==> config.mk <==
export PLATFORM = sky130hd
export DESIGN_NAME = lais_core
export DESIGN_NICKNAME = d
export VERILOG_FILES = /design/src/lais_pkg.sv /design/src/lais_core.sv
export SDC_FILE = /design/constraint.sdc
export NUM_CORES = 1
export LEC_CHECK = 0
export BUFFER_PORTS_ARGS = -buffer_cell sky130_fd_sc_hd__buf_2
export CAP_MARGIN = 0
export CORE_ASPECT_RATIO = 1.75
export CORE_MARGIN = 2
export CORE_UTILIZATION = 58
export DETAILED_ROUTE_END_ITERATION = 8
export PLACE_DENSITY = 0.81
export SLEW_MARGIN = 40
export SYNTH_ARGS = -nofsm -noshare
export SYNTH_HDL_FRONTEND = slang
export SYNTH_SLANG_ARGS = --single-unit
==> constraint.sdc <==
create_clock -name clk_in -period 4.15 [get_ports clk_in]
set_input_delay 0.2075 -clock clk_in [delete_from_list [all_inputs] [get_ports clk_in]]
set_output_delay 0.2075 -clock clk_in [all_outputs]
set_load 0.01 [all_outputs]
==> src/lais_pkg.sv <==
// Constants, field layout and carrier types of the line alarm status block
package lais_pkg;

  // Channel count and address stride between channel copies
  localparam int NUM_CH = 2;
  localparam logic [7:0] CH_STRIDE = 8'h20;

  // Register offsets of channel 0; channel 1 adds CH_STRIDE
  localparam logic [7:0] OFF_MASK_FIRST = 8'h13;
  localparam logic [7:0] OFF_MASK_SECOND = 8'h14;
  localparam logic [7:0] OFF_EDGE_SEL = 8'h15;
  localparam logic [7:0] OFF_COND_LIVE = 8'h16;
  localparam logic [7:0] OFF_LOOP_LIVE = 8'h17;
  localparam logic [7:0] OFF_LATCH_FIRST = 8'h18;
  localparam logic [7:0] OFF_LATCH_SECOND = 8'h19;

  // Reset values
  localparam logic [7:0] MASK_SECOND_RST = 8'hFF;
  localparam logic [4:0] MASK_FIRST_RST = 5'h1F;
  localparam logic [2:0] MASK_FIRST_RSVD = 3'h7;
  localparam logic [4:0] EDGE_SEL_RST = 5'h00;
  localparam logic [4:0] COND_LIVE_RST = 5'h00;
  localparam logic [4:0] LATCH_FIRST_RST = 5'h00;
  localparam logic [7:0] LATCH_SECOND_RST = 8'h00;
  localparam logic [7:0] RD_DATA_IDLE = 8'h00;

  // Field positions of the live condition register
  localparam int SEQ_LOCK_BIT = 4;
  localparam int TXCLK_LOSS_BIT = 3;
  localparam int DRIVER_FAULT_BIT = 2;
  localparam int ALARM_IND_BIT = 1;
  localparam int SIGNAL_LOSS_BIT = 0;
  // Field position of the loopback state register
  localparam int REMOTE_LOOP_BIT = 5;

  // Field positions of the second mask register
  localparam int WAVE_OVERFLOW_BIT = 7;
  localparam int JITTER_BUF_OVER_BIT = 6;
  localparam int JITTER_BUF_UNDER_BIT = 5;
  localparam int SEQUENCE_ERROR_BIT = 4;
  localparam int EXCESS_ZEROS_BIT = 3;
  localparam int CODE_VIOLATION_BIT = 2;
  localparam int SECOND_TICK_BIT = 1;
  localparam int COUNTER_OVERFLOW_BIT = 0;

  // Transmit clock idle limit, in master clock cycles
  localparam logic [6:0] TXCLK_LOSS_CYCLES = 7'h46;
  localparam logic [6:0] IDLE_CNT_RST = 7'h00;

  // Live line conditions from the channel detectors
  typedef struct packed {
    logic seq_lock;
    logic driver_fault;
    logic alarm_ind;
    logic signal_loss;
    logic remote_loop;
  } lais_cond_t;

  // One-cycle event pulses of the second mask group, bit 7 first
  typedef struct packed {
    logic wave_overflow;
    logic jitter_buf_over;
    logic jitter_buf_under;
    logic sequence_error;
    logic excess_zeros;
    logic code_violation;
    logic second_tick;
    logic counter_overflow;
  } lais_evt_t;

  // Host register port request
  typedef struct packed {
    logic wr;
    logic rd;
    logic [7:0] addr;
    logic [7:0] wdata;
  } lais_bus_t;

endpackage

==> src/lais_core.sv <==
// Per-channel line status, edge select, masks and latched events
//
// Chosen here: the address-and-strobe port.
`timescale 1ns/1ns
`default_nettype none
// Function
// - Second mask bit 7 masks waveform overflow interrupt when 1; resets 1.
// - Second mask bits 6,5 mask jitter buffer over/underflow; reset 1.
// - Second mask bit 4 masks sequence error interrupt; resets 1.
// - Second mask bit 3 masks excess zeros interrupt; resets 1.
// - Second mask bit 2 masks code violation interrupt; resets 1.
// - Second mask bits 1,0 mask second tick and counter overflow; reset 1.
// - Edge select bit 4: sequence lock rise only, or any change.
// - Edge select bit 3: transmit clock loss rise only, or any change.
// - Edge select bit 2: driver fault rise only, or any change.
// - Edge select bit 1: alarm indication rise only, or any change.
// - Edge select bit 0: signal loss rise only, or any change.
// - Status change interrupts only while mask bit 0; edge per select.
// - Live bit 4 shows pseudo-random sequence lock; resets 0.
// - Live bit 3 set after over 70 cycles without transmit clock toggle.
// - Live bit 2 shows line driver short circuit.
// - Live bit 1 shows alarm indication signal in receive path.
// - Live bit 0 shows loss of signal on receive pair.
// - Loopback register bit 5 shows remote loopback; other bits reserved.
// - Live registers read-only, unlatched, one copy per channel.
// - Latched event registers clear on read, dropping the request.
module lais_core (
  input wire logic clk_in, // Master clock
  input wire logic rst_n_in, // Asynchronous reset, active low
  input wire lais_pkg::lais_bus_t host_in, // Host register request
  output logic [7:0] rd_data_out, // Read data, cycle after read
  input wire lais_pkg::lais_cond_t [1:0] cond_in, // Detector levels
  input wire lais_pkg::lais_evt_t [1:0] evt_in, // Event pulses
  input wire logic [1:0] transmit_clock_pin_in, // Transmit clock pins
  output logic [1:0] irq_out // Interrupt request per channel
);

  // Address match for one register of one channel
  function automatic logic lais_hit(input logic [7:0] addr,
                                    input logic ch,
                                    input logic [7:0] off);
    logic [7:0] target;
    target = ch ? 8'(off + lais_pkg::CH_STRIDE) : off;
    return addr == target;
  endfunction

  // Qualifying transition: rise always, fall too where selected
  function automatic logic [4:0] lais_edge(input logic [4:0] now_v,
                                           input logic [4:0] old_v,
                                           input logic [4:0] sel);
    return (now_v & ~old_v) | (sel & (now_v ^ old_v));
  endfunction

  logic rst_meta_reg;
  logic rst_sync_reg;

  // Reset release through two flops; assertion stays asynchronous
  always_ff @(posedge clk_in or negedge rst_n_in)
  begin
    if (!rst_n_in)
    begin
      rst_meta_reg <= 1'b0;
      rst_sync_reg <= 1'b0;
    end
    else
    begin
      rst_meta_reg <= 1'b1;
      rst_sync_reg <= rst_meta_reg;
    end
  end

  logic [7:0] mask_second_reg [2];
  logic [7:0] mask_second_next [2];
  logic [4:0] mask_first_reg [2];
  logic [4:0] mask_first_next [2];
  logic [4:0] edge_sel_reg [2];
  logic [4:0] edge_sel_next [2];

  // Host writes to the control registers; status registers ignore writes
  always_comb
  begin
    for (int c = 0; c < lais_pkg::NUM_CH; c++)
    begin
      mask_second_next[c] = mask_second_reg[c];
      mask_first_next[c] = mask_first_reg[c];
      edge_sel_next[c] = edge_sel_reg[c];
      if (host_in.wr)
      begin
        if (lais_hit(host_in.addr, 1'(c), lais_pkg::OFF_MASK_SECOND))
          mask_second_next[c] = host_in.wdata;
        else if (lais_hit(host_in.addr, 1'(c), lais_pkg::OFF_MASK_FIRST))
          mask_first_next[c] = host_in.wdata[4:0];
        else if (lais_hit(host_in.addr, 1'(c), lais_pkg::OFF_EDGE_SEL))
          edge_sel_next[c] = host_in.wdata[4:0];
      end
    end
  end

  // Control registers; masks come up masked, edges rising-only
  always_ff @(posedge clk_in or negedge rst_sync_reg)
  begin
    if (!rst_sync_reg)
    begin
      for (int c = 0; c < lais_pkg::NUM_CH; c++)
      begin
        mask_second_reg[c] <= lais_pkg::MASK_SECOND_RST;
        mask_first_reg[c] <= lais_pkg::MASK_FIRST_RST;
        edge_sel_reg[c] <= lais_pkg::EDGE_SEL_RST;
      end
    end
    else
    begin
      mask_second_reg <= mask_second_next;
      mask_first_reg <= mask_first_next;
      edge_sel_reg <= edge_sel_next;
    end
  end

  logic [1:0] pin_prev_reg;
  logic [1:0] pin_prev_next;
  logic [6:0] idle_cnt_reg [2];
  logic [6:0] idle_cnt_next [2];

  // Transmit clock watchdog; saturates one past the limit
  always_comb
  begin
    pin_prev_next = transmit_clock_pin_in;
    for (int c = 0; c < lais_pkg::NUM_CH; c++)
    begin
      if (transmit_clock_pin_in[c] != pin_prev_reg[c])
        idle_cnt_next[c] = lais_pkg::IDLE_CNT_RST;
      else if (idle_cnt_reg[c] > lais_pkg::TXCLK_LOSS_CYCLES)
        idle_cnt_next[c] = idle_cnt_reg[c];
      else
        idle_cnt_next[c] = 7'(idle_cnt_reg[c] + 7'h01);
    end
  end

  // Watchdog registers
  always_ff @(posedge clk_in or negedge rst_sync_reg)
  begin
    if (!rst_sync_reg)
    begin
      pin_prev_reg <= 2'h0;
      for (int c = 0; c < lais_pkg::NUM_CH; c++)
        idle_cnt_reg[c] <= lais_pkg::IDLE_CNT_RST;
    end
    else
    begin
      pin_prev_reg <= pin_prev_next;
      idle_cnt_reg <= idle_cnt_next;
    end
  end

  logic [4:0] cond_live_reg [2];
  logic [4:0] cond_live_next [2];
  logic [1:0] loop_live_reg;
  logic [1:0] loop_live_next;
  logic [4:0] latch_first_reg [2];
  logic [4:0] latch_first_next [2];
  logic [7:0] latch_second_reg [2];
  logic [7:0] latch_second_next [2];
  logic [1:0] irq_reg;
  logic [1:0] irq_next;
  logic [4:0] cond_evt;
  logic rd_first;
  logic rd_second;

  // Live status, event latching and request; set beats read-clear
  always_comb
  begin
    irq_next = 2'h0;
    cond_evt = 5'h00;
    rd_first = 1'b0;
    rd_second = 1'b0;
    for (int c = 0; c < lais_pkg::NUM_CH; c++)
    begin
      cond_live_next[c][lais_pkg::SEQ_LOCK_BIT] = cond_in[c].seq_lock;
      cond_live_next[c][lais_pkg::DRIVER_FAULT_BIT] = cond_in[c].driver_fault;
      cond_live_next[c][lais_pkg::ALARM_IND_BIT] = cond_in[c].alarm_ind;
      cond_live_next[c][lais_pkg::SIGNAL_LOSS_BIT] = cond_in[c].signal_loss;
      // loss once idle for more than the limit
      cond_live_next[c][lais_pkg::TXCLK_LOSS_BIT] =
        idle_cnt_next[c] > lais_pkg::TXCLK_LOSS_CYCLES;
      loop_live_next[c] = cond_in[c].remote_loop;
      cond_evt = lais_edge(cond_live_next[c], cond_live_reg[c],
                           edge_sel_reg[c]);
      rd_first = host_in.rd &&
        lais_hit(host_in.addr, 1'(c), lais_pkg::OFF_LATCH_FIRST);
      rd_second = host_in.rd &&
        lais_hit(host_in.addr, 1'(c), lais_pkg::OFF_LATCH_SECOND);
      // read clears, a same-cycle event survives
      latch_first_next[c] =
        (rd_first ? lais_pkg::LATCH_FIRST_RST : latch_first_reg[c]) |
        cond_evt;
      latch_second_next[c] =
        (rd_second ? lais_pkg::LATCH_SECOND_RST : latch_second_reg[c]) |
        evt_in[c];
      // request gated by mask bits at 0
      irq_next[c] = |(latch_first_next[c] & ~mask_first_next[c]) ||
                    |(latch_second_next[c] & ~mask_second_next[c]);
    end
  end

  // Status and request registers
  always_ff @(posedge clk_in or negedge rst_sync_reg)
  begin
    if (!rst_sync_reg)
    begin
      loop_live_reg <= 2'h0;
      irq_reg <= 2'h0;
      for (int c = 0; c < lais_pkg::NUM_CH; c++)
      begin
        cond_live_reg[c] <= lais_pkg::COND_LIVE_RST;
        latch_first_reg[c] <= lais_pkg::LATCH_FIRST_RST;
        latch_second_reg[c] <= lais_pkg::LATCH_SECOND_RST;
      end
    end
    else
    begin
      cond_live_reg <= cond_live_next;
      loop_live_reg <= loop_live_next;
      latch_first_reg <= latch_first_next;
      latch_second_reg <= latch_second_next;
      irq_reg <= irq_next;
    end
  end

  logic [7:0] rd_data_reg;
  logic [7:0] rd_data_next;

  // Read mux; data stands only in the cycle after the strobe
  always_comb
  begin
    rd_data_next = lais_pkg::RD_DATA_IDLE;
    if (host_in.rd)
    begin
      for (int c = 0; c < lais_pkg::NUM_CH; c++)
      begin
        if (lais_hit(host_in.addr, 1'(c), lais_pkg::OFF_MASK_SECOND))
          rd_data_next = mask_second_reg[c];
        else if (lais_hit(host_in.addr, 1'(c), lais_pkg::OFF_MASK_FIRST))
          rd_data_next = {lais_pkg::MASK_FIRST_RSVD, mask_first_reg[c]};
        else if (lais_hit(host_in.addr, 1'(c), lais_pkg::OFF_EDGE_SEL))
          rd_data_next = {3'h0, edge_sel_reg[c]};
        else if (lais_hit(host_in.addr, 1'(c), lais_pkg::OFF_COND_LIVE))
          rd_data_next = {3'h0, cond_live_reg[c]};
        else if (lais_hit(host_in.addr, 1'(c), lais_pkg::OFF_LOOP_LIVE))
          rd_data_next = {2'h0, loop_live_reg[c], 5'h00};
        else if (lais_hit(host_in.addr, 1'(c), lais_pkg::OFF_LATCH_FIRST))
          rd_data_next = {3'h0, latch_first_reg[c]};
        else if (lais_hit(host_in.addr, 1'(c), lais_pkg::OFF_LATCH_SECOND))
          rd_data_next = latch_second_reg[c];
      end
    end
  end

  // Read data register
  always_ff @(posedge clk_in or negedge rst_sync_reg)
  begin
    if (!rst_sync_reg)
      rd_data_reg <= lais_pkg::RD_DATA_IDLE;
    else
      rd_data_reg <= rd_data_next;
  end

  // Outputs straight from flops
  assign rd_data_out = rd_data_reg;
  assign irq_out = irq_reg;

endmodule
`default_nettype wire

==> out/metrics.yaml <==
outcome:
  status: "finished clean"
clock_network:
  cts-root-buf: "clkbuf_16"
  cts_buffers: 9
  cts_hold_buf: 13
  cts_resized: 0
  cts_setup_buffers: 0
  cts_tree: "done"
  cts_sinks: 102
  htree_levels: 3
  clock_path_buffers: 2
  insertion_delay_ns: 0.35
  clk_pin_slew_ns: 0.07
global_routing:
  grt_pass1_wl_um: 21400
  grt_usage_pct: 30.4
  overflow: 0
  grt_max_degree: 69
  grt_pass1_vias: 4325
  antenna_found_initial: 0
sta:
  setup_viol: 0
  period_needed_ns: 3.73
  skew_ns: 0.00535
  fmax_mhz: 268
  tightest_slew_ns: 0.860
  slew_headroom_pct: 42.5
  slew_viol_final: 0
  hold_violations: 0
  grt_setup_unrepaired: "false"
  period_share_pct: 89.9
  tns_ns: 0
setup_path:
  critPathLaunch: "idle_cnt_reg[7]"
  timing.rr.start: "idle_cnt_reg[7]"
  path_class: "register to register"
  cp-start-kind: "register"
  critPathRequiredTime_ns: 4.36
  cp.arrival_ns: 3.94
  endpoint_kind: "register"
  reg2reg_depth: 14
  critPathMaxFanout: 8
yosys:
  synth_area_leaders: "dfrtp_1 37%, dfstp_2 13%, mux2_2 5.3%"
  ys.warnings.count: 0
  synth_cells: 471
  syn_area_per_cell_um2: 10.8
  synth-seq-area-share_pct: 50.7
  synth.largest_area_cell: "dfrtp_1"
  synth-seq-cells: 102
  ys_types: 58
  synth_edf_count: 0
  syn_nets: 533
  synthArstFlopShare_pct: 100
  netlist_area_um2: 5100
  synthFlopType: "dfrtp_1"
  synth_top_area_share_pct: 37.3
die:
  core-area_um2: 8610
  rows: 45
  pin_count: 58
  die_h_um: 128
  die_w_um: 74.9
  initial_core_util_pct: 59.2
  die_area_um2: 9590
final_layout:
  final_util_pct: 68.6
  area_growth_pct: 15.8
  diodes: 0
  layout-drive-gt1-share_pct: 25.4
  final_cell_mix: "75 x dfrtp_1, 57 x buf_2, 45 x inv_1, 34 x nor2_1, 29 x a21oi_1"
  nNetsFinal: 600
  final_common_cell: "dfrtp_1"
drt:
  drt-initial-drc-count: 390
  drtPass1Iterations: 5
  route.vias.total: 4158
  via_per_inst: 6.30
  wirelength_um: 13600
  antenna_left: 0
  drcViolationCount: 0
  routedWlPerCell_um: 20.6
pwr:
  powerDensity_nw_per_um2: 361
  report.power.total_uw: 2130
  leakagePower_uw: 0.00276
  vdd_drop_max_v: 0.000240
placed_design:
  dp_hpwl_um: 9730
  port_buffers: 57
  globalplace.congestion: 0.946
worst_hold_path:
  worstHoldStart: "evt_in[5]"
  hp-class: "primary input to register"
  hold_depth: 2
job:
  maxCapViolations: 0
## routing by layer
layer  routed length, um  share of wire, %  vias up  track usage (%)
li1                    -                 -     1841                -
met1                4850                36     2046             32.8
met2                7220                53      201             52.0
met3                 607               4.5       70             5.35
met4                 904               6.7        0             20.7
met5                   0                 0        -                0
## worst max-delay path: stages, from the launching register on
cell	delay, ns
dfrtp_1	0.44
inv_1	0.09
ha_1	0.13
and3b_1	0.17
o41ai_2	0.62
nand4_1	0.19
xor2_1	0.22
o31ai_1	0.11
o31a_1	0.28
ha_1	0.28
inv_1	0.03
a221o_1	0.36
a222oi_1	0.32
nor4b_2	0.26
nand4_1	0.11
## power breakdown
group | internal [uW] | leakage, uW | switching, uW
logic | 94.0 | 0.00146 | 134
registers | 1040 | 0.00115 | 37.6
clock network | 463 | 0.000141 | 364
total | 1600 | 0.00276 | 536
## synthesized netlist by cell type, drive strengths merged, types with 5 or more instances
library cell and count:
mux2 28, a221o 9, nand2b 5, mux2i 9, buf 5, and3 7
ha 14, inv 45, nand3 10, a21oi 29, dfstp 26, xor2 9
clkbuf 11, o21ai 13, a21o 10, a31oi 5, dfrtp 76, a22oi 9
o22ai 10, nor2 34, nand4 7, nand2 24, nor2b 13
## path summary, 6_finish.rpt
kind | endpoint | slack [ns]
worst max-delay path | irq_out[0] | 0.42
worst min-delay path | latch_second_reg[13] | 0.05
worst max register to register | irq_out[0] | 0.42
worst min register to register | idle_cnt_reg[6] | 0.24
max in group asynchronous | mask_first_reg[8] | 3.14
min in group asynchronous | rst_sync_reg | 0.17
## final cells by class
type	count	area (um2)
tap	117	146
fill	643	2710
timing repair buffer	72	443
sequential	102	2590
inverter	45	169
multi-input combinational	308	2270
clock inverter	7	65.1
clock buffer	9	225
## cell families (layout without fill, tap and decap cells)
family,after synthesis,count (layout),share of synthesized area [%]
DFF,102,102,50.7
and+or+nand+nor,119,119,13.2
muxes,37,37,7.95
buffers and inverters,61,133,4.83
adders and majority gates,14,14,3.43
other,1,1,0.0735
xor gates and xnor gates,13,13,2.23
AOI/OAI and AO/OA,124,124,17.6
## metrics by stage
| step | hold WS (ns) | area, um2 | std cells | worst slack (ns) |
|---|---|---|---|---|
| 6_report | 0.0544 | 5910 | 660 | 0.420 |
| 5_1_grt | 0.0592 | 5910 | 660 | 0.111 |
| 4_1_cts | 0.0528 | 5890 | 659 | 0.437 |
| 3_5_place_dp | -0.00506 | 5470 | 630 | 0.415 |
| 3_3_place_gp | -0.00682 | 5470 | 630 | 0.685 |
| 2_1_floorplan | -0.0881 | 5100 | 471 | 0.835 |
Power figures use the tool's default switching activity.
